[config.mk]
export PLATFORM = sky130hd
export DESIGN_NAME = owa_regs
export DESIGN_NICKNAME = d
export VERILOG_FILES = /design/src/shared/owa_pkg.sv /design/src/rtl/owa_sync.sv /design/src/rtl/owa_regs.sv
export SDC_FILE = /design/constraint.sdc
export NUM_CORES = 1
export LEC_CHECK = 0
export BUFFER_PORTS_ARGS = -buffer_cell sky130_fd_sc_hd__buf_2
export CORE_ASPECT_RATIO = 2
export CORE_MARGIN = 4
export CORE_UTILIZATION = 52
export DETAILED_ROUTE_END_ITERATION = 10
export PLACE_DENSITY = 0.78
export SYNTH_ARGS = -nofsm -noshare
export SYNTH_HDL_FRONTEND = slang
export SYNTH_HIERARCHICAL = 1
export SYNTH_SLANG_ARGS = --single-unit
[constraint.sdc]
create_clock -name i_clk -period 2.25 [get_ports i_clk]
set_input_delay 0.1125 -clock i_clk [delete_from_list [all_inputs] [get_ports i_clk]]
set_output_delay 0.1125 -clock i_clk [all_outputs]
set_load 0.005 [all_outputs]
[src/shared/owa_pkg.sv]
// Package with register map, field layout, reset values and bus carriers of the overlay window block.
package owa_pkg;

  // Register indices; the byte address on the bus is four times the index.
  localparam logic [9:0]  IDX_MAIN_STRIDE   = 10'h216;
  localparam logic [9:0]  IDX_OVL_ADDR_LO   = 10'h218;
  localparam logic [9:0]  IDX_OVL_ADDR_HI   = 10'h21a;
  localparam logic [9:0]  IDX_OVL_STATUS    = 10'h21c;
  localparam logic [9:0]  IDX_OVL_STRIDE    = 10'h21e;
  localparam logic [9:0]  IDX_OVL_LEFT      = 10'h220;

  // Field positions and widths.
  localparam int          STRIDE_W          = 12;
  localparam int          LEFT_W            = 10;
  localparam int          ADDR_HI_W         = 2;
  localparam int          ADDR_W            = 18;
  localparam int          VDBL_BIT          = 13;
  localparam int          HDBL_BIT          = 12;
  localparam int          IDX_LSB           = 2;
  localparam int          IDX_MSB           = 11;

  // Values after reset.
  localparam logic [15:0] RST_MAIN_STRIDE   = 16'h0000;
  localparam logic [15:0] RST_OVL_ADDR_LO   = 16'h0000;
  localparam logic [1:0]  RST_OVL_ADDR_HI   = 2'h0;
  localparam logic        RST_OVL_STATUS    = 1'b1;
  localparam logic [15:0] RST_OVL_STRIDE    = 16'h0000;
  localparam logic [9:0]  RST_OVL_LEFT      = 10'h000;
  localparam logic [1:0]  OVL_OFF           = 2'h0;

  // Bus answers.
  localparam logic [1:0]  RESP_OKAY         = 2'h0;
  localparam logic [1:0]  RESP_SLVERR       = 2'h2;

  // Master-to-slave signals of the register bus.
  typedef struct packed {
    logic        awvalid;
    logic [11:0] awaddr;
    logic        wvalid;
    logic [31:0] wdata;
    logic [3:0]  wstrb;
    logic        bready;
    logic        arvalid;
    logic [11:0] araddr;
    logic        rready;
  } owa_axi_req_t;

  // Slave-to-master signals of the register bus.
  typedef struct packed {
    logic        awready;
    logic        wready;
    logic        bvalid;
    logic [1:0]  bresp;
    logic        arready;
    logic        rvalid;
    logic [31:0] rdata;
    logic [1:0]  rresp;
  } owa_axi_rsp_t;

  // Settings handed to the display refresh logic, valid for the current frame.
  typedef struct packed {
    logic [11:0] main_stride;
    logic        main_vdbl;
    logic        main_hdbl;
    logic        ovl_active;
    logic [17:0] ovl_addr;
    logic [11:0] ovl_stride;
    logic        ovl_vdbl;
    logic        ovl_hdbl;
    logic [9:0]  ovl_left;
  } owa_cfg_t;

endpackage

[src/rtl/owa_sync.sv]
// Three-stage synchroniser that passes a level once the last two stages agree.
`timescale 1ns/1ps
module owa_sync (
  input  wire logic i_clk,
  input  wire logic i_rst_b,
  input  wire logic i_ce,
  input  wire logic i_async,
  output logic      o_level
);

  logic s1_r, s2_r, s3_r, lvl_r;
  logic s1_nxt, s2_nxt, s3_nxt, lvl_nxt;

  // Only the second stage reads the first, so metastability stays contained.
  always_comb begin
    s1_nxt  = i_ce ? i_async : s1_r;
    s2_nxt  = i_ce ? s1_r : s2_r;
    s3_nxt  = i_ce ? s2_r : s3_r;
    lvl_nxt = (i_ce && (s2_r == s3_r)) ? s3_r : lvl_r;
  end

  // Registers of the chain.
  always_ff @(posedge i_clk or negedge i_rst_b) begin
    if (!i_rst_b) begin
      s1_r  <= 1'b0;
      s2_r  <= 1'b0;
      s3_r  <= 1'b0;
      lvl_r <= 1'b0;
    end else begin
      s1_r  <= s1_nxt;
      s2_r  <= s2_nxt;
      s3_r  <= s3_nxt;
      lvl_r <= lvl_nxt;
    end
  end

  assign o_level = lvl_r;

endmodule // owa_sync

[src/rtl/owa_regs.sv]
// Overlay and main window addressing registers with an AXI4-Lite slave and frame shadowing.
//
// Behaviour
// Main stride bits 11-0 give byte distance between display line starts.
// Overlay stride bits 11-0 give byte distance between overlay line starts.
// Software programs stride as line pixels times bpp divided by eight.
// Software keeps 16 bpp stride and address even, stepping by pixel size.
// Overlay start address is 18 bits: low register 15-0, upper bits 1-0.
// Overlay start address is ignored while overlay enable field equals 00b.
// At 32 bpp software steps the overlay start address in 32-bit units.
// Upper overlay address bit 2 is reserved and reads zero.
// Without double buffering, status changes only after address writes; resets to 1.
// Status reads 0 while new address waits, 1 once the frame uses it.
// Double buffered with overlay front: status 0 shows back, 1 front.
// Overlay stride bit 13 enables vertical pixel doubling.
// Overlay stride bit 12 enables horizontal pixel doubling.
// With doubling, software sets start address per rotation mode formulas.
// Overlay left edge bits 9-0 give pixels from the panel origin.
// Camera overlay window size must equal the resized camera frame.
// Back buffer address locates the back frame, ignored without double buffering.
// Address, stride and doubling settings are taken at a frame boundary.
`timescale 1ns/1ps
module owa_regs (
  input  wire logic                  i_clk,
  input  wire logic                  i_rst_b,
  input  wire logic                  i_ce,
  input  wire owa_pkg::owa_axi_req_t i_axi,
  output owa_pkg::owa_axi_rsp_t      o_axi,
  input  wire logic                  i_vsync,
  input  wire logic [1:0]            i_ovl_enable,
  input  wire logic                  i_dbuf_en,
  input  wire logic                  i_main_front,
  input  wire logic [17:0]           i_back_addr,
  output owa_pkg::owa_cfg_t          o_cfg
);
  import owa_pkg::*;

  // Bus side state.
  logic         aw_held_r, aw_held_nxt;
  logic [9:0]   aw_idx_r, aw_idx_nxt;
  logic         w_held_r, w_held_nxt;
  logic [15:0]  wdata_r, wdata_nxt;
  logic [1:0]   wstrb_r, wstrb_nxt;
  owa_axi_rsp_t rsp_r, rsp_nxt;

  // Register and frame state.
  logic [15:0]  main_stride_r, main_stride_nxt;
  logic [15:0]  ovl_lo_r, ovl_lo_nxt;
  logic [1:0]   ovl_hi_r, ovl_hi_nxt;
  logic [15:0]  ovl_stride_r, ovl_stride_nxt;
  logic [9:0]   ovl_left_r, ovl_left_nxt;
  logic         status_r, status_nxt;
  logic         pending_r, pending_nxt;
  logic         shown_front_r, shown_front_nxt;
  logic         vs_prev_r, vs_prev_nxt;
  owa_cfg_t     cfg_r, cfg_nxt;

  // Decoded strobes.
  logic         vs_level;
  logic         frame_tick;
  logic         wr_fire;
  logic         wr_ok;
  logic         addr_write;
  logic         ar_fire;
  logic [9:0]   ar_idx;
  logic [15:0]  rd_val;
  logic         rd_ok;
  logic [15:0]  left_merged;

  // The frame pulse comes from the panel timing, which is not on our clock.
  owa_sync u_vs_sync (
    .i_clk   (i_clk),
    .i_rst_b (i_rst_b),
    .i_ce    (i_ce),
    .i_async (i_vsync),
    .o_level (vs_level)
  );

  // Apply byte strobes to a 16-bit register; only lanes 0 and 1 carry data.
  function automatic logic [15:0] merge16(input logic [15:0] old_v, input logic [15:0] new_v,
                                          input logic [1:0] strb);
    return {strb[1] ? new_v[15:8] : old_v[15:8], strb[0] ? new_v[7:0] : old_v[7:0]};
  endfunction

  // Strobes that tie the bus side to the register side.
  assign frame_tick = i_ce && vs_level && !vs_prev_r;
  assign wr_fire    = i_ce && aw_held_r && w_held_r && !rsp_r.bvalid;
  assign wr_ok      = (aw_idx_r == IDX_MAIN_STRIDE) || (aw_idx_r == IDX_OVL_ADDR_LO) ||
                      (aw_idx_r == IDX_OVL_ADDR_HI) || (aw_idx_r == IDX_OVL_STRIDE) ||
                      (aw_idx_r == IDX_OVL_LEFT);
  assign addr_write = wr_fire && (((aw_idx_r == IDX_OVL_ADDR_LO) && (wstrb_r != 2'h0)) ||
                                  ((aw_idx_r == IDX_OVL_ADDR_HI) && wstrb_r[0]));
  assign ar_fire    = i_ce && i_axi.arvalid && rsp_r.arready;
  assign ar_idx     = i_axi.araddr[IDX_MSB:IDX_LSB];
  // The left edge is merged at full width first, then cut to its field.
  assign left_merged = merge16({6'h00, ovl_left_r}, wdata_r, wstrb_r);

  // Read multiplexer; reserved bits read as zero, the status register is read only.
  always_comb begin
    rd_val = 16'h0000;
    rd_ok  = 1'b1;
    case (ar_idx)
      IDX_MAIN_STRIDE: rd_val = {2'h0, main_stride_r[13:0]};
      IDX_OVL_ADDR_LO: rd_val = ovl_lo_r;
      IDX_OVL_ADDR_HI: rd_val = {14'h0000, ovl_hi_r};
      IDX_OVL_STATUS:  rd_val = {15'h0000, status_r};
      IDX_OVL_STRIDE:  rd_val = {2'h0, ovl_stride_r[13:0]};
      IDX_OVL_LEFT:    rd_val = {6'h00, ovl_left_r};
      default:         rd_ok  = 1'b0;
    endcase
  end

  // Bus handshakes: address and data are taken in either order, the answer follows both.
  always_comb begin
    aw_held_nxt = aw_held_r;
    aw_idx_nxt  = aw_idx_r;
    w_held_nxt  = w_held_r;
    wdata_nxt   = wdata_r;
    wstrb_nxt   = wstrb_r;
    rsp_nxt     = rsp_r;
    if (i_ce) begin
      if (i_axi.awvalid && rsp_r.awready) begin
        aw_held_nxt = 1'b1;
        aw_idx_nxt  = i_axi.awaddr[IDX_MSB:IDX_LSB];
      end
      if (i_axi.wvalid && rsp_r.wready) begin
        w_held_nxt = 1'b1;
        wdata_nxt  = i_axi.wdata[15:0];
        wstrb_nxt  = i_axi.wstrb[1:0];
      end
      if (rsp_r.bvalid && i_axi.bready) begin
        rsp_nxt.bvalid = 1'b0;
      end
      if (wr_fire) begin
        aw_held_nxt    = 1'b0;
        w_held_nxt     = 1'b0;
        rsp_nxt.bvalid = 1'b1;
        rsp_nxt.bresp  = wr_ok ? RESP_OKAY : RESP_SLVERR;
      end
      rsp_nxt.awready = !aw_held_nxt && !rsp_nxt.bvalid;
      rsp_nxt.wready  = !w_held_nxt && !rsp_nxt.bvalid;
      if (rsp_r.rvalid && i_axi.rready) begin
        rsp_nxt.rvalid = 1'b0;
      end
      if (ar_fire) begin
        rsp_nxt.rvalid = 1'b1;
        rsp_nxt.rdata  = {16'h0000, rd_val};
        rsp_nxt.rresp  = rd_ok ? RESP_OKAY : RESP_SLVERR;
      end
      rsp_nxt.arready = !rsp_nxt.rvalid;
    end
  end

  // Bus side registers.
  always_ff @(posedge i_clk or negedge i_rst_b) begin
    if (!i_rst_b) begin
      aw_held_r <= 1'b0;
      aw_idx_r  <= 10'h000;
      w_held_r  <= 1'b0;
      wdata_r   <= 16'h0000;
      wstrb_r   <= 2'h0;
      rsp_r     <= '0;
    end else begin
      aw_held_r <= aw_held_nxt;
      aw_idx_r  <= aw_idx_nxt;
      w_held_r  <= w_held_nxt;
      wdata_r   <= wdata_nxt;
      wstrb_r   <= wstrb_nxt;
      rsp_r     <= rsp_nxt;
    end
  end

  // Register writes, frame status and the frame-boundary copy into the live settings.
  always_comb begin
    main_stride_nxt = main_stride_r;
    ovl_lo_nxt      = ovl_lo_r;
    ovl_hi_nxt      = ovl_hi_r;
    ovl_stride_nxt  = ovl_stride_r;
    ovl_left_nxt    = ovl_left_r;
    status_nxt      = status_r;
    pending_nxt     = pending_r;
    shown_front_nxt = shown_front_r;
    vs_prev_nxt     = vs_prev_r;
    cfg_nxt         = cfg_r;
    if (i_ce) begin
      vs_prev_nxt = vs_level;
      if (wr_fire) begin
        case (aw_idx_r)
          IDX_MAIN_STRIDE: main_stride_nxt = merge16(main_stride_r, wdata_r, wstrb_r);
          IDX_OVL_ADDR_LO: ovl_lo_nxt      = merge16(ovl_lo_r, wdata_r, wstrb_r);
          IDX_OVL_ADDR_HI: ovl_hi_nxt      = wstrb_r[0] ? wdata_r[1:0] : ovl_hi_r;
          IDX_OVL_STRIDE:  ovl_stride_nxt  = merge16(ovl_stride_r, wdata_r, wstrb_r);
          IDX_OVL_LEFT:    ovl_left_nxt    = left_merged[LEFT_W-1:0];
          default:         ovl_left_nxt    = ovl_left_r;
        endcase
      end
      // A new frame takes every setting at once (the address only while the overlay is enabled), so a line never mixes old and new values.
      if (frame_tick) begin
        shown_front_nxt    = i_dbuf_en ? !shown_front_r : 1'b1;
        cfg_nxt.main_stride = main_stride_r[STRIDE_W-1:0];
        cfg_nxt.main_vdbl   = main_stride_r[VDBL_BIT];
        cfg_nxt.main_hdbl   = main_stride_r[HDBL_BIT];
        cfg_nxt.ovl_stride  = ovl_stride_r[STRIDE_W-1:0];
        cfg_nxt.ovl_vdbl    = ovl_stride_r[VDBL_BIT];
        cfg_nxt.ovl_hdbl    = ovl_stride_r[HDBL_BIT];
        cfg_nxt.ovl_left    = ovl_left_r;
        cfg_nxt.ovl_active  = (i_ovl_enable != OVL_OFF);
        // A disabled overlay leaves the live address untouched.
        if (i_ovl_enable != OVL_OFF) begin
          if (i_dbuf_en && !shown_front_nxt) begin
            cfg_nxt.ovl_addr = i_back_addr;
          end else begin
            cfg_nxt.ovl_addr = {ovl_hi_r, ovl_lo_r};
          end
        end
        pending_nxt = 1'b0;
      end
      // Status: frame take-up when single buffered, shown buffer when overlay is the front.
      if (!i_dbuf_en) begin
        if (frame_tick && pending_r) begin
          status_nxt = 1'b1;
        end
      end else if (!i_main_front) begin
        status_nxt = shown_front_nxt;
      end
      // An address write in the same cycle as the frame edge wins and waits for the next one.
      if (addr_write) begin
        pending_nxt = 1'b1;
        if (!i_dbuf_en) begin
          status_nxt = 1'b0;
        end
      end
    end
  end

  // Register side flip-flops.
  always_ff @(posedge i_clk or negedge i_rst_b) begin
    if (!i_rst_b) begin
      main_stride_r <= RST_MAIN_STRIDE;
      ovl_lo_r      <= RST_OVL_ADDR_LO;
      ovl_hi_r      <= RST_OVL_ADDR_HI;
      ovl_stride_r  <= RST_OVL_STRIDE;
      ovl_left_r    <= RST_OVL_LEFT;
      status_r      <= RST_OVL_STATUS;
      pending_r     <= 1'b0;
      shown_front_r <= 1'b1;
      vs_prev_r     <= 1'b0;
      cfg_r         <= '0;
    end else begin
      main_stride_r <= main_stride_nxt;
      ovl_lo_r      <= ovl_lo_nxt;
      ovl_hi_r      <= ovl_hi_nxt;
      ovl_stride_r  <= ovl_stride_nxt;
      ovl_left_r    <= ovl_left_nxt;
      status_r      <= status_nxt;
      pending_r     <= pending_nxt;
      shown_front_r <= shown_front_nxt;
      vs_prev_r     <= vs_prev_nxt;
      cfg_r         <= cfg_nxt;
    end
  end

  assign o_axi = rsp_r;
  assign o_cfg = cfg_r;

endmodule // owa_regs

* Word-level counts from Yosys, hierarchy flattened
Index checks and enable logic that the tools add are counted.
** Storage, ports and cells
- Register bits :: 192
- Input port bits :: 91
- Output and inout bits :: 98
** Operators by class
- Eq/ne operators :: 14
- Multiplexer cells :: 26
- Reduce and logical (&&, ||, !) cells :: 52
** Operator list (number)
- == test 10 bit, second input constant :: 11
- one-hot mux 16 bit (6 select lines) :: 1
- two-way mux 35 bit :: 2
- AND reduction 4 bit :: 9
- logical AND 1 bit :: 19
- two-way mux 1 bit :: 18
- two-way mux 18 bit :: 1
- AND reduction 2 bit :: 6
- logical NOT 1 bit :: 8
- two-way mux 3 bit :: 2
- nonzero test 2 bit :: 3
- OR reduction 6 bit :: 1
- logical OR 1 bit :: 5
- two-way mux 2 bit :: 2
- inequality test 2 x 1 -> 1 bit, second input constant :: 2
- AND reduction 3 bit :: 1
- == test 1 bit :: 1

* Longest topological paths before layout
- Depth in word-level cells :: 10
- Mapped depth :: 7
- Gate-level depth less buffers :: 4

* Modules after synthesis
The synthesis kept the hierarchy.
** Modules (own cells, without submodules)
- owa_regs :: times used 1, cells an instance 570, area each 7499.7 sq um
- owa_sync :: times used 1, cells an instance 10, area each 156.4 sq um

* Worst setup path before layout
OpenSTA, ideal clock, no wires.
- Kind :: reg-to-reg
- Start point :: register aw_idx_r[7]
- End point :: register ovl_hi_r[0]
- Library setup time :: 125 ps
- Data arrival time :: 1588 ps
- Required time :: 2125 ps
- Path slack :: 537 ps
- Stages on the path, launching flop included :: 5
- Buffers on the path :: 0
- Period minus slack after synthesis :: 1713 ps
- Cells stage by stage :: dfrtp_1 nor4b_4 nand4_4 nor4_4 mux2_2
** On the way
- Cells in the longest elaborated chain, start to end :: 2
** RTL lines
- from (decl) :: line owa_regs.sv:40 : logic [9:0] aw_idx_r, aw_idx_nxt;
- from (signal assigned) :: line owa_regs.sv:165 : aw_idx_r <= aw_idx_nxt;
- == test 10 bit :: line owa_regs.sv:188 : case (aw_idx_r)
- AND reduction 4 bit (no line)
- to (signal assigned) :: line owa_regs.sv:252 : ovl_hi_r <= ovl_hi_nxt;
- to (decl) :: line owa_regs.sv:49 : logic [1:0] ovl_hi_r, ovl_hi_nxt;
Every way passes these cells.
A chain may end at the register's enable or synchronous reset.

* Worst setup path after layout
- Start point :: register aw_idx_r[7]
- End point :: register ovl_hi_r[1]
Same word-level chain as after synthesis.

==> summary.txt <==
Fillcell total: 1086
Setup Skew: 0.01171 ns
Worst-path clk slew: 0.07 ns
Cells along the critical path: nor4b_4 > nand4_4 > nor4_4 > mux2_2
Die ar.: 0.01685 mm2
Buffers & Inverters on Critical Path: 0
RSZ-0062 raised after global routing: no
Post-synth EDFFs: 0
Worst Hold Slack: 0.01702 ns
Final Max Tran Viols: 0
Fmax achieved: 498.3 MHz
Die width: 93.80 um
Pin count of the biggest net entering global routing: 66
Most frequent cell after synthesis: dfrtp_1
Total CTS buffers: 17
Avg Cell Area, Syn: 13.20 um2
First-pass GRT wire length: 30790 um
Xor and xnor fraction of the mapped netlist area: 0.1144%
Sequential-to-total area share from yosys stat: 56.90%
Non-Filler Instances: 988
Largest family of logic cells by synthesized area: multiplexers
Synth Area in Compound Gates: 6.880%
Clock net sink count: 174
First drt pass iteration count: 5
CTS tree: yes
WS Path Type: reg -> reg
Internal power: 6.295 mW
Seq pwr share: 47.4%
Area growth syn-to-layout: 26.26%
Critical path arrival: 2.31 ns
Largest cells by area after synthesis: dfrtp_1, mux2_2, mux2i_1, buf_4, a21oi_1
Sw Share: 28.79%
Placed Cells: 905
Multi-input gate area: 0.003075 mm2
Simple-Gate Fraction of Synth Area: 9.544%
Largest stage delay on the critical path: 0.45 ns
Later-pin clock latency in the skew report: 0.42 ns
Maximum VDD drop: 0.8200 mV
Storage cell area: 0.004357 mm2
Fin crit share: 89.19%
Critical path endpoint category: flip-flop
Slowest CP cell: nor4b_4
Die height: 179.6 um
WL/cell: 19.30 um
Total Power: 8.839 mW
Status: completed
Routed Antenna Nets: 0
Initial drt markers: 305
Hpwl dp: 13710 um
Global-route usage over all layers: 23.62%
Yosys top cell area share: 56.22%
Peak fanout along the critical path: 4
Largest area contributor in the netlist: dfrtp_1
Critical Path RT: 2.55 ns
Synth warn: 6
Netlist cell types: 50
Synthesized-area fraction occupied by adder cells: 0%
Final Hold Fails: 0
Seq cells post-synth: 174
Clock buffer depth: 2
Rows: 62
TNS Setup: 0 ns
Layout cells sized above 1: 42.88%
Shortest period the worst path allows: 2.007 ns
Synth top cells by count: dfrtp_1, mux2_2, a21oi_1, mux2i_1, nor2_1
Leakage power: 4.857 nW
Power Density: 914.4 mW/mm2
Root Driver: clkbuf_16
FFs w/ async S/R, synth: 100.0%
Vias: 5415
Vias in the first global route: 5811
Initial Util: 53.06%
NumNets Final: 871
Main synth FF type: dfrtp_1
Max_slew headroom: 44.27%
Core ar.: 0.01443 mm2
Syn Inst Count: 580
CP startpoint kind: flip-flop
Worst-margin pin slew: 0.8336 ns
Routed vias/inst: 5.481
MaxCap Viol Count: 0
CP delay by family, top: simple AND/OR/NAND/NOR gates
Post-CTS sizing: 0
I/O pin count: 189
NetSw: 2.545 mW
Worst Hold Class: in -> reg
Power share of the clock group: 34.0%
Htree depth: 4
Final Setup Violations: 0
Initial antenna violation count: 3
GPL Wtd Cong: 0.8489
PortBufs: 148
Routed wire length: 19070 um
Gate power share: 18.5%
DR DRC count: 0
Synth Cell Area: 0.007656 mm2
GR Overflow Total: 0
Post-CTS Setup Bufs: 0
Mux cell area share after synthesis: 22.75%
-- sequential cells by signal (all words and copies together), names as in the netlist --
| signal | flops |
|---|---|
| o_axi | 23 |
| vs_prev_r | 1 |
| aw_idx_r | 10 |
| o_cfg | 57 |
| u_vs_sync/o_level | 1 |
| ovl_lo_r | 16 |
| ovl_stride_r | 14 |
| ovl_hi_r | 2 |
| shown_front_r | 1 |
| aw_held_r | 1 |
| w_held_r | 1 |
| u_vs_sync/s2_r | 1 |
| wstrb_r | 2 |
| main_stride_r | 14 |
| wdata_r | 16 |
| pending_r | 1 |
| u_vs_sync/s3_r | 1 |
| status_r | 1 |
| u_vs_sync/s1_r | 1 |
| ovl_left_r | 10 |
-- timing repair --
item,in CTS,in global routing
endpoints found under the setup margin,0,0
hold endpoints to repair,108,0
hold buffers,48,0
-- worst reg2reg max path, delay by kind of cell (launching register included) --
| family | cells | cell delay (ns) |
|---|---|---|
| multiplexers | 1 | 0.39 |
| flip-flops | 1 | 0.41 |
| AND/OR/NAND/NOR | 3 | 1.09 |
-- path summary, 6_finish.rpt --
kind,startpoint,endpoint,slack (ns),depth (start not counted)
max,aw_idx_r[7],ovl_hi_r[1],0.24,4
min reg2reg,o_axi[17],o_axi[17],0.48,2
min,i_back_addr[4],o_cfg[28],0.02,3
max reg2reg,aw_idx_r[7],ovl_hi_r[1],0.24,4
min in group asynchronous,i_rst_b,o_cfg[26],0.23,2
max in group asynchronous,i_rst_b,o_axi[6],1.13,3
-- cells by family (layout without fill, tap and decap cells) --
| group | count (synthesis) | count (layout) |
|---|---|---|
| other cells | 1 | 21 |
| buf+inv | 53 | 249 |
| simple gates | 110 | 110 |
| mux | 158 | 158 |
| compound gates | 83 | 83 |
| xor+xnor | 1 | 1 |
| flops | 174 | 174 |
-- cell usage in the layout (no fill, tap or decap), drive strengths merged, types with 2 or more instances in the layout --
cell type	instances
conb	18
bufinv	3
o211ai	2
inv	14
or4bb	8
nand4	3
dfrtp	172
clkinv	4
mux2	128
nor4	2
buf	161
nor2	33
a21o	3
a22oi	11
dfstp	2
nand4b	2
nor2b	2
clkinvlp	2
a211o	3
nor4b	3
a21oi	30
mux2i	30
nand2	24
o21ai	15
and3	2
dlygate4sd3	48
clkbuf	17
o21a	3
o22ai	8
nand3b	8
nand2b	3
nand3	13
nor3b	2
and4b	3
diode	3
a22o	5
-- through the flow --
step / instance area [um2] / setup slack, ns / util, %
after CTS: 9659 / 0.2424 / 66.94
after detailed placement: 8572 / 0.2635 / 59.41
after global routing: 9667 / 0.1827 / 67.00
after floorplan: 7720 / 0.5375 / -
final: 9667 / 0.2431 / 67.00
after global placement: 8572 / 0.3528 / 59.41
-- layout make-up --
class / instances / share of cell area (%)
antenna: 3 / 0.07766
clock buffer: 17 / 4.401
clock inverter: 15 / 1.877
inverter: 8 / 0.3106
multi-input combinational: 370 / 31.81
sequential: 174 / 45.07
tap: 192 / 2.485
timing repair buffer: 209 / 13.97
-- layer usage --
layer  GRT usage, %  up-vias  share of wire, %
met1          26.34     2709                36
li1               -     2461                 -
met2          42.18      198                55
met4          10.24        0               3.8
met3          5.230       47               5.0
met5              0        -                 0
-- power by group through the flow --
stage	clock [mW]	sequential, mW	combinational, mW
2_1_floorplan	0	4.10	1.03
3_3_place_gp	0	4.18	1.50
3_5_place_dp	0	4.24	1.58
4_1_cts	3.07	4.19	1.66
5_1_grt	3.20	4.28	1.81
6_report	3.01	4.19	1.64
(Power assumes the default switching activity.)
